==> config.mk <==
export PLATFORM = sky130hd
export DESIGN_NAME = ocp_channel
export DESIGN_NICKNAME = d
export VERILOG_FILES = /design/src/logic/ocp_pkg.sv /design/src/logic/ocp_channel.sv
export SDC_FILE = /design/constraint.sdc
export NUM_CORES = 1
export LEC_CHECK = 0
export ABC_CLOCK_PERIOD_IN_PS = 5710
export BUFFER_PORTS_ARGS = -buffer_cell sky130_fd_sc_hd__buf_4
export CAP_MARGIN = 40
export CORE_ASPECT_RATIO = 1.5
export CORE_MARGIN = 10
export CORE_UTILIZATION = 62
export CTS_CLUSTER_SIZE = 24
export DETAILED_ROUTE_END_ITERATION = 12
export PLACE_DENSITY = 0.85
export SLEW_MARGIN = 40
export SYNTH_ARGS = -nofsm -noshare
export SYNTH_HDL_FRONTEND = slang
export SYNTH_SLANG_ARGS = --single-unit
==> constraint.sdc <==
create_clock -name i_clk -period 5.71 [get_ports i_clk]
set_input_delay 0.8565 -clock i_clk [delete_from_list [all_inputs] [get_ports i_clk]]
set_output_delay 0.8565 -clock i_clk [all_outputs]
set_load 0.02 [all_outputs]
==> src/logic/ocp_pkg.sv <==
// Purpose: Shared constants and types for the output compare and PWM channel.
// Assumes: 10 MHz clock, four clocks per instruction cycle.
// Notes: Register offsets are byte addresses on a 32-bit AXI4-Lite bus.
package ocp_pkg;
   // Clock timing; one timebase count lasts one instruction cycle.
   localparam int CLK_NS = 100;
   localparam int TCY_NS = 400;
   localparam int CLK_PER_TCY = TCY_NS / CLK_NS;
   // Register byte offsets.
   localparam logic [7:0] OFF_CTRL1 = 8'h00;
   localparam logic [7:0] OFF_CTRL2 = 8'h04;
   localparam logic [7:0] OFF_PRI = 8'h08;
   localparam logic [7:0] OFF_SEC = 8'h0c;
   localparam logic [7:0] OFF_PER = 8'h10;
   localparam logic [7:0] OFF_STAT = 8'h14;
   // Control one fields.
   localparam int C1_MODE_LSB = 0;
   localparam int C1_TRIG_CLR = 3;
   localparam int C1_FSTAT_LSB = 4;
   localparam int C1_FEN_LSB = 7;
   localparam logic [15:0] C1_MASK = 16'h3fff;
   localparam logic [15:0] C1_RESET = 16'h0000;
   // Control two fields.
   localparam int C2_SYNC_LSB = 0;
   localparam int C2_TRIS = 5;
   localparam int C2_TRIG_STAT = 6;
   localparam int C2_TRIG_SEL = 7;
   localparam int C2_CASCADE = 8;
   localparam int C2_DCB_LSB = 9;
   localparam int C2_INV = 12;
   localparam int C2_FORCE = 13;
   localparam int C2_FLT_LVL = 14;
   localparam int C2_HOLD = 15;
   localparam logic [15:0] C2_MASK = 16'hf7ff;
   localparam logic [15:0] C2_RESET = 16'h000c;
   // Status register fields.
   localparam int ST_PIN = 16;
   localparam int ST_FAULT = 17;
   // Source select codes.
   localparam logic [4:0] SYNC_NONE = 5'h00;
   localparam logic [4:0] SYNC_OC_FIRST = 5'h01;
   localparam logic [4:0] SYNC_OC_LAST = 5'h06;
   localparam logic [4:0] SYNC_TMR_FIRST = 5'h0b;
   localparam logic [4:0] SYNC_TMR_LAST = 5'h0f;
   localparam logic [4:0] SYNC_IC_FIRST = 5'h10;
   localparam logic [4:0] SYNC_IC_LAST = 5'h15;
   localparam logic [4:0] SYNC_CMP_FIRST = 5'h18;
   localparam logic [4:0] SYNC_CMP_LAST = 5'h1a;
   localparam logic [4:0] SYNC_ADC = 5'h1b;
   localparam logic [4:0] SYNC_CTMU = 5'h1c;
   localparam logic [4:0] SYNC_EXT2 = 5'h1d;
   localparam logic [4:0] SYNC_EXT1 = 5'h1e;
   localparam logic [4:0] SYNC_SELF = 5'h1f;
   // AXI responses.
   localparam logic [1:0] RESP_OKAY = 2'h0;
   localparam logic [1:0] RESP_SLVERR = 2'h2;
   // Compare modes.
   typedef enum logic [2:0] {
      M_OFF = 3'h0,
      M_SS_RISE = 3'h1,
      M_SS_FALL = 3'h2,
      M_TOGGLE = 3'h3,
      M_DC_ONE = 3'h4,
      M_DC_CONT = 3'h5,
      M_PWM_EDGE = 3'h6,
      M_PWM_CTR = 3'h7
   } ocp_mode_t;
   // Double compare phases, Gray coded.
   typedef enum logic [1:0] {
      DC_IDLE = 2'b00,
      DC_WAIT_PRI = 2'b01,
      DC_WAIT_SEC = 2'b11,
      DC_DONE = 2'b10
   } ocp_dc_t;
   // Trigger and sync event sources from the rest of the chip.
   typedef struct packed {
      logic [5:0] oc;
      logic [5:0] ic;
      logic [4:0] tmr;
      logic [2:0] cmp;
      logic adc;
      logic ctmu;
      logic ext1;
      logic ext2;
   } ocp_src_t;
endpackage

==> src/logic/ocp_channel.sv <==
// Purpose: One output compare and PWM channel with AXI4-Lite registers.
// Assumes: Synchronous inputs; event sources are one-cycle pulses.
// Notes: The timebase advances once per instruction cycle of four clocks.
`timescale 1ns/1ps
`default_nettype none
module ocp_channel #(
   parameter int CHAN = 1
) (
   input wire logic i_clk,
   input wire logic i_nrst,
   input wire logic i_awvalid,
   output logic o_awready,
   input wire logic [7:0] i_awaddr,
   input wire logic i_wvalid,
   output logic o_wready,
   input wire logic [31:0] i_wdata,
   input wire logic [3:0] i_wstrb,
   output logic o_bvalid,
   input wire logic i_bready,
   output logic [1:0] o_bresp,
   input wire logic i_arvalid,
   output logic o_arready,
   input wire logic [7:0] i_araddr,
   output logic o_rvalid,
   input wire logic i_rready,
   output logic [31:0] o_rdata,
   output logic [1:0] o_rresp,
   input wire ocp_pkg::ocp_src_t i_src,
   input wire logic i_fault_pin_a,
   input wire logic i_fault_pin_b,
   output logic o_compare_output_pin,
   output logic o_compare_output_pin_oe,
   output logic o_compare_irq_flag,
   output logic o_period_event,
   output logic o_cascade_enable
);
   import ocp_pkg::*;

   // Refuse channel numbers without a comparator pairing.
   if (CHAN < 1 || CHAN > 6) begin : g_bad_chan
      $error("CHAN must lie between 1 and 6");
   end
   localparam logic [1:0] CMP_IDX = 2'((CHAN - 1) / 2);

   // Maps a byte address to a register index, 7 when unmapped.
   function automatic logic [2:0] reg_index(input logic [7:0] a);
      case (a)
         OFF_CTRL1: reg_index = 3'h0;
         OFF_CTRL2: reg_index = 3'h1;
         OFF_PRI: reg_index = 3'h2;
         OFF_SEC: reg_index = 3'h3;
         OFF_PER: reg_index = 3'h4;
         OFF_STAT: reg_index = 3'h5;
         default: reg_index = 3'h7;
      endcase
   endfunction

   // Applies the two low byte strobes to a 16-bit register.
   function automatic logic [15:0] wmerge(input logic [15:0] old, input logic [31:0] d,
                                          input logic [3:0] s, input logic [15:0] m);
      logic [15:0] v;
      v = old;
      if (s[0]) v[7:0] = d[7:0];
      if (s[1]) v[15:8] = d[15:8];
      wmerge = v & m;
   endfunction

   // Picks the event of the selected source.
   function automatic logic sel_event(input logic [4:0] c, input ocp_src_t s, input logic self_ev);
      sel_event = 1'b0;
      if (c >= SYNC_OC_FIRST && c <= SYNC_OC_LAST) sel_event = s.oc[3'(c - SYNC_OC_FIRST)];
      else if (c >= SYNC_TMR_FIRST && c <= SYNC_TMR_LAST) sel_event = s.tmr[3'(c - SYNC_TMR_FIRST)];
      else if (c >= SYNC_IC_FIRST && c <= SYNC_IC_LAST) sel_event = s.ic[3'(c - SYNC_IC_FIRST)];
      else if (c >= SYNC_CMP_FIRST && c <= SYNC_CMP_LAST) sel_event = s.cmp[2'(c - SYNC_CMP_FIRST)];
      else if (c == SYNC_ADC) sel_event = s.adc;
      else if (c == SYNC_CTMU) sel_event = s.ctmu;
      else if (c == SYNC_EXT1) sel_event = s.ext1;
      else if (c == SYNC_EXT2) sel_event = s.ext2;
      else if (c == SYNC_SELF) sel_event = self_ev;
   endfunction

   logic [15:0] ctrl1_reg, ctrl2_reg, pri_reg, sec_reg, per_reg;
   logic [15:0] tb_reg, pri_lat_reg, sec_lat_reg;
   logic [1:0] q_reg, dcb_lat_reg;
   logic aw_hold_reg, w_hold_reg, bvalid_reg, rvalid_reg, reinit_reg;
   logic [7:0] awaddr_reg;
   logic [31:0] wdata_reg, rdata_reg;
   logic [3:0] wstrb_reg;
   logic [1:0] bresp_reg, rresp_reg;
   logic comp_reg, fault_reg, pin_reg, oe_reg, irq_reg, per_ev_reg;
   ocp_dc_t dc_reg;
   ocp_mode_t mode;
   logic do_wr, wr_c1, wr_c2, pwm, trig_mode, run, tick, per_hit, pri_hit, sec_hit;
   logic src_ev, pwm_wave;
   logic [2:0] wr_idx, fsrc, new_flt;

   // Decoded control fields and compare events.
   // A tick marks the last clock of a timebase count; every match acts on it.
   assign mode = ocp_mode_t'(ctrl1_reg[C1_MODE_LSB +: 3]);
   assign pwm = (mode == M_PWM_EDGE) || (mode == M_PWM_CTR);
   assign trig_mode = ctrl2_reg[C2_TRIG_SEL];
   assign run = (mode != M_OFF) && (!trig_mode || ctrl2_reg[C2_TRIG_STAT]);
   assign tick = run && (q_reg == 2'(CLK_PER_TCY - 1));
   assign per_hit = tick && (tb_reg == per_reg);
   assign pri_hit = tick && (tb_reg == pri_reg);
   assign sec_hit = tick && (tb_reg == sec_reg);
   assign src_ev = sel_event(ctrl2_reg[C2_SYNC_LSB +: 5], i_src, per_hit);

   // Write channel: address and data are held independently, then applied together.
   // Either may come first; a second write waits until the last answer is taken,
   // so a held response is never overwritten.
   assign wr_idx = reg_index(awaddr_reg);
   assign do_wr = aw_hold_reg && w_hold_reg && !bvalid_reg;
   assign wr_c1 = do_wr && (wr_idx == 3'h0);
   assign wr_c2 = do_wr && (wr_idx == 3'h1);
   assign o_awready = !aw_hold_reg;
   assign o_wready = !w_hold_reg;
   assign o_bvalid = bvalid_reg;
   assign o_bresp = bresp_reg;
   assign o_arready = !rvalid_reg;
   assign o_rvalid = rvalid_reg;
   assign o_rdata = rdata_reg;
   assign o_rresp = rresp_reg;

   always_ff @(posedge i_clk) begin
      if (!i_nrst) begin
         aw_hold_reg <= 1'b0;
         w_hold_reg <= 1'b0;
         bvalid_reg <= 1'b0;
         bresp_reg <= RESP_OKAY;
         awaddr_reg <= 8'h00;
         wdata_reg <= 32'h0000_0000;
         wstrb_reg <= 4'h0;
      end else begin
         if (i_awvalid && !aw_hold_reg) begin
            aw_hold_reg <= 1'b1;
            awaddr_reg <= i_awaddr;
         end
         if (i_wvalid && !w_hold_reg) begin
            w_hold_reg <= 1'b1;
            wdata_reg <= i_wdata;
            wstrb_reg <= i_wstrb;
         end
         if (do_wr) begin
            aw_hold_reg <= 1'b0;
            w_hold_reg <= 1'b0;
            bvalid_reg <= 1'b1;
            bresp_reg <= (wr_idx == 3'h7) ? RESP_SLVERR : RESP_OKAY;
         end else if (bvalid_reg && i_bready) begin
            bvalid_reg <= 1'b0;
         end
      end
   end

   // Read channel answers one cycle after the address is taken.
   // The address is refused while an answer stands, so read data stays put
   // for a master that is slow to raise rready.
   always_ff @(posedge i_clk) begin
      if (!i_nrst) begin
         rvalid_reg <= 1'b0;
         rdata_reg <= 32'h0000_0000;
         rresp_reg <= RESP_OKAY;
      end else if (i_arvalid && !rvalid_reg) begin
         rvalid_reg <= 1'b1;
         rresp_reg <= RESP_OKAY;
         case (reg_index(i_araddr))
            3'h0: rdata_reg <= {16'h0000, ctrl1_reg};
            3'h1: rdata_reg <= {16'h0000, ctrl2_reg};
            3'h2: rdata_reg <= {16'h0000, pri_reg};
            3'h3: rdata_reg <= {16'h0000, sec_reg};
            3'h4: rdata_reg <= {16'h0000, per_reg};
            3'h5: rdata_reg <= {14'h0000, fault_reg, pin_reg, tb_reg};
            default: begin
               rdata_reg <= 32'h0000_0000;
               rresp_reg <= RESP_SLVERR;
            end
         endcase
      end else if (rvalid_reg && i_rready) begin
         rvalid_reg <= 1'b0;
      end
   end

   // Compare values and period are plain storage.
   always_ff @(posedge i_clk) begin
      if (!i_nrst) begin
         pri_reg <= 16'h0000;
         sec_reg <= 16'h0000;
         per_reg <= 16'h0000;
      end else if (do_wr) begin
         if (wr_idx == 3'h2) pri_reg <= wmerge(pri_reg, wdata_reg, wstrb_reg, 16'hffff);
         if (wr_idx == 3'h3) sec_reg <= wmerge(sec_reg, wdata_reg, wstrb_reg, 16'hffff);
         if (wr_idx == 3'h4) per_reg <= wmerge(per_reg, wdata_reg, wstrb_reg, 16'hffff);
      end
   end

   // Fault sources: pin A, pin B and the comparator paired with this channel.
   // The other comparators cannot trip this channel.
   assign fsrc = {i_src.cmp[CMP_IDX], i_fault_pin_b, i_fault_pin_a};
   assign new_flt = fsrc & ctrl1_reg[C1_FEN_LSB +: 3] & {3{pwm}};

   // Control one; a fault arriving with a software clear still sets its bit.
   always_ff @(posedge i_clk) begin
      if (!i_nrst) begin
         ctrl1_reg <= C1_RESET;
      end else if (wr_c1) begin
         ctrl1_reg <= wmerge(ctrl1_reg, wdata_reg, wstrb_reg, C1_MASK) | {9'h000, new_flt, 4'h0};
      end else begin
         ctrl1_reg[C1_FSTAT_LSB +: 3] <= ctrl1_reg[C1_FSTAT_LSB +: 3] | new_flt;
      end
   end

   // Control two; the trigger event wins over any clear in the same cycle.
   // Trigger status only gates the timebase while trigger mode is selected.
   always_ff @(posedge i_clk) begin
      if (!i_nrst) begin
         ctrl2_reg <= C2_RESET;
      end else begin
         if (wr_c2) begin
            ctrl2_reg <= wmerge(ctrl2_reg, wdata_reg, wstrb_reg, C2_MASK);
         end else if (ctrl1_reg[C1_TRIG_CLR] && sec_hit) begin
            ctrl2_reg[C2_TRIG_STAT] <= 1'b0;
         end
         if (trig_mode && src_ev) ctrl2_reg[C2_TRIG_STAT] <= 1'b1;
      end
   end

   // Timebase: one count per instruction cycle, wrapping after period plus one counts.
   // It stands at zero while off or waiting for a trigger, so a run
   // always begins with a full first period.
   always_ff @(posedge i_clk) begin
      if (!i_nrst) begin
         tb_reg <= 16'h0000;
         q_reg <= 2'h0;
      end else if (!run) begin
         tb_reg <= 16'h0000;
         q_reg <= 2'h0;
      end else if (!trig_mode && src_ev && ctrl2_reg[C2_SYNC_LSB +: 5] != SYNC_SELF) begin
         tb_reg <= 16'h0000;
         q_reg <= 2'h0;
      end else begin
         q_reg <= q_reg + 2'h1;
         if (tick) tb_reg <= (tb_reg == per_reg) ? 16'h0000 : tb_reg + 16'h0001;
      end
   end

   // PWM duty buffer loads at the period match; outside PWM it follows the registers.
   // Software may write duty values at any time; loading them only here keeps
   // a half-updated pair off the pin.
   always_ff @(posedge i_clk) begin
      if (!i_nrst) begin
         pri_lat_reg <= 16'h0000;
         sec_lat_reg <= 16'h0000;
         dcb_lat_reg <= 2'h0;
      end else if (!pwm || per_hit) begin
         pri_lat_reg <= pri_reg;
         sec_lat_reg <= sec_reg;
         dcb_lat_reg <= ctrl2_reg[C2_DCB_LSB +: 2];
      end
   end

   // PWM wave; the falling edge stretches by one clock per quarter of the fraction.
   always_comb begin
      pwm_wave = (tb_reg < sec_lat_reg) || (tb_reg == sec_lat_reg && q_reg < dcb_lat_reg);
      if (mode == M_PWM_CTR) pwm_wave = pwm_wave && (tb_reg >= pri_lat_reg);
   end

   // Start a fresh sequence whenever control one is written.
   // The restart lands one clock later, once the new mode is in place.
   always_ff @(posedge i_clk) begin
      if (!i_nrst) reinit_reg <= 1'b0;
      else reinit_reg <= wr_c1;
   end

   // Single and double compare sequences.
   // Single-shot modes hold their level after the transition, though the flag
   // still pulses at each primary match; rewriting control one rearms them.
   always_ff @(posedge i_clk) begin
      if (!i_nrst) begin
         comp_reg <= 1'b0;
         dc_reg <= DC_IDLE;
      end else if (reinit_reg) begin
         comp_reg <= (mode == M_SS_FALL);
         dc_reg <= (mode == M_DC_ONE || mode == M_DC_CONT) ? DC_WAIT_PRI : DC_IDLE;
      end else begin
         case (mode)
            M_SS_RISE: if (pri_hit) comp_reg <= 1'b1;
            M_SS_FALL: if (pri_hit) comp_reg <= 1'b0;
            M_TOGGLE: if (pri_hit) comp_reg <= !comp_reg;
            M_DC_ONE, M_DC_CONT: begin
               if (dc_reg == DC_WAIT_PRI && pri_hit) begin
                  comp_reg <= 1'b1;
                  dc_reg <= DC_WAIT_SEC;
               end else if (dc_reg == DC_WAIT_SEC && sec_hit) begin
                  comp_reg <= 1'b0;
                  dc_reg <= (mode == M_DC_CONT) ? DC_WAIT_PRI : DC_DONE;
               end
            end
            default: comp_reg <= 1'b0;
         endcase
      end
   end

   // Fault mode entry and exit.
   // A new fault beats every exit path, so the pin keeps its safe level.
   always_ff @(posedge i_clk) begin
      if (!i_nrst) begin
         fault_reg <= 1'b0;
      end else if (!pwm) begin
         fault_reg <= 1'b0;
      end else if (|new_flt) begin
         fault_reg <= 1'b1;
      end else if (ctrl2_reg[C2_HOLD]) begin
         if (ctrl1_reg[C1_FSTAT_LSB +: 3] == 3'h0) fault_reg <= 1'b0;
      end else if (per_hit && (fsrc & ctrl1_reg[C1_FEN_LSB +: 3]) == 3'h0) begin
         fault_reg <= 1'b0;
      end
   end

   // Pin level, direction, interrupt flag and period event.
   // Registered so the pad never sees decode glitches, at one clock of delay.
   always_ff @(posedge i_clk) begin
      if (!i_nrst) begin
         pin_reg <= 1'b0;
         oe_reg <= 1'b0;
         irq_reg <= 1'b0;
         per_ev_reg <= 1'b0;
      end else begin
         if (mode == M_OFF) pin_reg <= 1'b0;
         else if (fault_reg) pin_reg <= ctrl2_reg[C2_FLT_LVL];
         else pin_reg <= (pwm ? pwm_wave : comp_reg) ^ ctrl2_reg[C2_INV];
         oe_reg <= !ctrl2_reg[C2_TRIS] || (fault_reg && ctrl2_reg[C2_FORCE]);
         irq_reg <= ((mode == M_SS_RISE || mode == M_SS_FALL || mode == M_TOGGLE) && pri_hit)
                    || ((mode == M_DC_ONE || mode == M_DC_CONT) && sec_hit && dc_reg == DC_WAIT_SEC);
         per_ev_reg <= per_hit;
      end
   end

   assign o_compare_output_pin = pin_reg;
   assign o_compare_output_pin_oe = oe_reg;
   assign o_compare_irq_flag = irq_reg;
   assign o_period_event = per_ev_reg;
   assign o_cascade_enable = ctrl2_reg[C2_CASCADE];
endmodule
`default_nettype wire

Word-level counts from Yosys, hierarchy flattened
Cells that the tools add are included.
{ "op_classes": {"add_sub_neg": 6, "n_lt_le_gt_ge": 15, "eq_ne": 46, "n_mux": 60, "n_bitwise": 7, "n_reduce_logical": 81} }
{ "op_table": {"columns": ["cell", "count"], "rows": [
  ["$pmux W18 S6", 1],
  ["$eq A16 B16 Y1", 4],
  ["$pmux W3 S6", 2],
  ["$mux W1", 34],
  ["$eq A8 B4 Y1 const B", 4],
  ["$eq A8 B5 Y1 const B", 4],
  ["$logic_and A1 B1 Y1", 31],
  ["$eq A5 B5 Y1 const B", 5],
  ["$eq A3 B3 Y1 const B", 8],
  ["$mux W8", 3],
  ["$eq A3 B2 Y1 const B", 6],
  ["$mux W6", 3],
  ["$reduce_and A3 Y1", 6],
  ["$add A16 B1 Y16 const B", 1],
  ["$eq A8 B3 Y1 const B", 2],
  ["$ge A16 B16 Y1", 1],
  ["$logic_not A8 Y1", 2],
  ["$lt A16 B16 Y1", 1],
  ["$mux W16", 1],
  ["$logic_not A3 Y1", 5],
  ["$mux W2", 7],
  ["$or A14 B7 Y14", 1],
  ["$lt A3 B4 Y1 const B", 3],
  ["$reduce_and A2 Y1", 6],
  ["other kinds (37)", 74]
]} }
{ "totals": {"regBits": 204, "input_bits": 85} }

Depth between registers and ports, before layout
{ "logic_depth": {"ltp_word": 17, "mapped_depth": 11, "ltp_nobuf": 9} }

Least setup slack after synthesis
OpenSTA, ideal clock, no wires.
{ "synth_path": {"path_type": "input port to flip-flop", "start": "input port i_araddr[1]", "end": "register rdata_reg[10] (netlist: o_rdata[10])", "setup_time_ns": 0.060, "arrival_ns": 3.561, "required_ns": 5.650, "path_slack_ns": 2.090, "cell_stages": 11, "path_buffers": 2, "path_cell_list": "or4_4 nor3_1 clkbuf_1 nand2_1 ha_1 a31o_2 o211ai_4 nand3_4 nor4_4 buf_6 a221o_1"} }
{ "synth_between": {"elab_chain_cells": 6, "word_cells_on_any_way": 16} }
{ "synth_rtl": {"columns": ["element", "line_no", "text"], "rows": [
  ["from (decl)", "ocp_channel.sv:23", "input wire logic [7:0] i_araddr,"],
  ["$eq A8 B5 Y1, or another cell as far along", "ocp_channel.sv:47", "case (a)"],
  ["$pmux W3 S6 (*)", "ocp_channel.sv:47", null],
  ["$mux W3 (*)", "ocp_channel.sv:163", "end else if (i_arvalid && !rvalid_reg) begin"],
  ["$mux W3 (*)", "ocp_channel.sv:159", "if (!i_nrst) begin"],
  ["$eq A3 B3 Y1, or another cell as far along", "ocp_channel.sv:166", "case (reg_index(i_araddr))"],
  ["$pmux W18 S6 (*)", "ocp_channel.sv:166", null],
  ["to (signal assigned)", "ocp_channel.sv:167", "3'h0: rdata_reg <= {16'h0000, ctrl1_reg};"],
  ["to (signal assigned)", "ocp_channel.sv:168", "3'h1: rdata_reg <= {16'h0000, ctrl2_reg};"],
  ["to (signal assigned)", "ocp_channel.sv:169", "3'h2: rdata_reg <= {16'h0000, pri_reg};"],
  ["to (decl)", "ocp_channel.sv:87", "logic [31:0] wdata_reg, rdata_reg;"]
]} }
Every way passes the cells marked *; elsewhere a longest branch is shown, timed or not. The select of a mux whose other input is x is not followed.
A chain may end at the register's enable or synchronous reset.

Worst setup path in the final report
{ "layout_path": {"start": "input port i_araddr[1]", "end": "register rdata_reg[7] (netlist: o_rdata[7])"} }
The elaborated chain is that of the path after synthesis.

==> impl_metrics.csv <==
group,metric,value,unit
sta,final.period_utilization,0.620,
clock_network,clock-sinks,188,
clock_network,cts.clk_slew.worst_paths,0.07,ns
die,io_pins,131,
critical_path,crit-reg2reg-capture,"per_reg[3]",
route,vias,8701,
clock_network,cts-root-buf,"clkbuf_16",
sta,layout_min_cycle_time,3.54,ns
yosys,synth_edf_count,0,
die,initial_core_util,0.629,
power_and_ir_drop,p_per_area,245,mW/mm^2
critical_path,critPathMaxFanout,15,
finish,final_area,0.0111,sq mm
die,die_area,0.0213,sq mm
job,drv_cap,0,
yosys,yosysTopAreaCellShare,0.385,
yosys,yosysTopAreaCell,"dfxtp_1",
clock_network,post_cts_buffers,0,
critical_path,crit_arrival,3.92,ns
clock_network,htreeDepth,4,
sta,setup_viol,0,
power_and_ir_drop,p_leak,4.25,nW
outcome,status,"finished clean",
finish,drive_gt1_frac,0.131,
route,postRouteAntennaNets,0,
sta,maxSlewViolCount,0,
grt,grt_pass1_wl,44100,um
die,die_x,123,um
yosys,synth.distinct_cells,68,
hold_path,hold_path.class,"reg2reg",
grt,antenna_found_initial,0,
critical_path,critPathSlowestCell,"nor4_1",
yosys,avgSynthCellArea,8.51,sq um
yosys,syn_inst,1149,
route,wl,28000,um
grt,grt.total_usage,0.261,
hold_path,holdPathStages,2,
clock_network,cts_tree,"yes",
power_and_ir_drop,seqPwrFrac,0.497,
yosys,ys_ff_latch,188,
sta,finalHoldViolCount,0,
grt,grt_pass1_vias,8485,
clock_network,cts_buffer_depth,2,
sta,tightest_slew,0.785,ns
yosys,ys.flop_type,"dfxtp_1",
critical_path,crit_path_cell_trace,"buf_4, nor4_1, nand4_1, ha_1, a31o_2, o211ai_4, nand3_4, nor4_4, buf_4, a221o_1",
critical_path,cpMostUsedCell,"buf_4",
grt,grt_overflow,0,
die,rows,56,
route,drc,0,
route,drtPass1Iterations,6,
yosys,ys_async_sr_fraction,0,
finish,fin_nets,1325,
finish,antenna_cells,0,
sta,max_freq,283,MHz
critical_path,cpPeakStageDelay,0.49,ns
critical_path,worstSetupStartpointType,"input port",
power_and_ir_drop,p_sw,697,uW
route,drt-initial-drc-count,850,
hold_path,holdPathEnd,"ctrl1_reg[13]",
power_and_ir_drop,ir_worst_vdd,234,uV
route,detail_route.wl_per_cell,19.8,um
power_and_ir_drop,combPwrFrac,0.059,
critical_path,ff2ff_setup_slack,2.67,ns
yosys,netlist_area,0.00978,sq mm
clock_network,clock_latency,0.44,ns
route,via_per_inst,6.15,
critical_path,crit_type,"in2reg",
sta,slew_headroom,0.476,
critical_path,r2r_cells,6,
power_and_ir_drop,p_int,2.02,mW
placed_design,gp_congestion,0.950,
die,fp.dieH,174,um
sta,fin_setup_tns,0,ns
yosys,ys_warn_count,0,
sta,rsz0062_at_grt,"false",
power_and_ir_drop,p_sw_frac,0.257,
placed_design,hpwl,21000,um
sta,fin_skew,0.00866,ns
finish,syn_to_final_growth,13.3,%
grt,grt_max_degree,77,
clock_network,holdBufCountCts,0,
yosys,seq_area_frac_synth,0.385,
hold_path,hp-start,"ctrl1_reg[13]",
critical_path,cp.required,6.10,ns
clock_network,cts_buffers,17,
critical_path,timing.rr.start,"awaddr_reg[1]",
clock_network,cts.repair.resized,0,
finish,largest_reg_flops,18,
placed_design,placed_cell_area,0.0105,sq mm
finish,layout_commonest_cell,"dfxtp_1",
critical_path,cp-end-kind,"flop",
power_and_ir_drop,p_clk_frac,0.444,
yosys,synth_area_leaders,"dfxtp_1 38%, mux2i_1 9.5%, nand2_1 6.2%",
placed_design,port_buffers,96,
finish,final_cell_mix,"188 x dfxtp_1, 161 x nand2_1, 104 x buf_4",
die,fp.coreArea,0.0156,sq mm
-- metal layers --
metal  track usage  share of wire  vias to the layer above
li1              -              -                     4081
met1         0.293           0.37                     4136
met2         0.444           0.50                      381
met3        0.0453          0.065                      103
met4         0.160          0.060                        0
met5             0              0                        -
-- critical path, delay by kind of cell --
family	cells	cell delay (ns)
AO/OA/AOI/OAI	3	0.57
buffers and inverters	2	0.38
AND/OR/NAND/NOR	4	1.64
adder cells (fa/ha/maj)	1	0.47
-- Yosys cell counts (all sizes together) (5+ instances only) --
library cell / instances
clkbuf: 51
dfxtp: 188
a22oi: 14
a221o: 16
nand2: 161
a31oi: 6
buf: 38
mux2i: 93
inv: 51
xor2: 9
nand3: 40
and3: 8
xnor2: 56
nor3: 29
nor4: 8
a211oi: 10
a21oi: 96
o21ai: 23
nand2b: 10
nor2b: 8
ha: 42
nand4: 28
nor2: 95
nand3b: 5
-- area by class of cell --
cell class,count,area (sq um)
Inverter,51,194
Clock buffer,17,425
Multi-Input combinational cell,836,5480
Fill cell,1251,4470
Timing Repair Buffer,104,781
Tap cell,203,254
Sequential cell,188,3760
Clock inverter,15,183
-- through the flow --
step	power (mW)	hold slack, ns	util	setup slack (ns)	cells
floorplan	1.47	0.421	-	2.09	1164
global placement	1.53	0.433	0.672	1.74	1381
detailed placement	1.54	0.450	0.673	1.63	1381
CTS	2.72	0.463	0.712	2.08	1413
global route	2.78	0.494	0.712	2.06	1414
finish	2.71	0.467	0.712	2.17	1414
-- kinds of logic after synthesis --
| logic type | after synthesis | synth area share |
|---|---|---|
| compound gates | 200 | 0.133 |
| xor+xnor | 65 | 0.0582 |
| fa+ha+maj | 42 | 0.0537 |
| buf+inv | 140 | 0.0636 |
| flops | 188 | 0.385 |
| mux | 100 | 0.108 |
| other cells | 1 | 0.000383 |
| simple gates | 413 | 0.199 |
-- power groups by stage --
stage,clock (mW),sequential [mW],combinational [mW]
detailed placement,0,1.38,0.158
finish,1.21,1.35,0.160
global route,1.26,1.35,0.172
floorplan,0,1.37,0.0969
global placement,0,1.38,0.154
CTS,1.21,1.35,0.158
-- how the worst max path moves through the flow --
| stage | cells past startpoint | end | slack (ns) | start |
|---|---|---|---|---|
| detailed placement | 11 | o_rdata[7] | 1.63 | i_araddr[1] |
| finish | 10 | o_rdata[7] | 2.17 | i_araddr[1] |
| global placement | 11 | o_rdata[0] | 1.74 | i_araddr[1] |
| CTS | 11 | o_rdata[7] | 2.08 | i_araddr[1] |
| floorplan | 11 | o_rdata[10] | 2.09 | i_araddr[1] |
| global route | 12 | o_rdata[7] | 2.06 | i_araddr[1] |
Note: power is estimated with default switching activity, not from simulation.
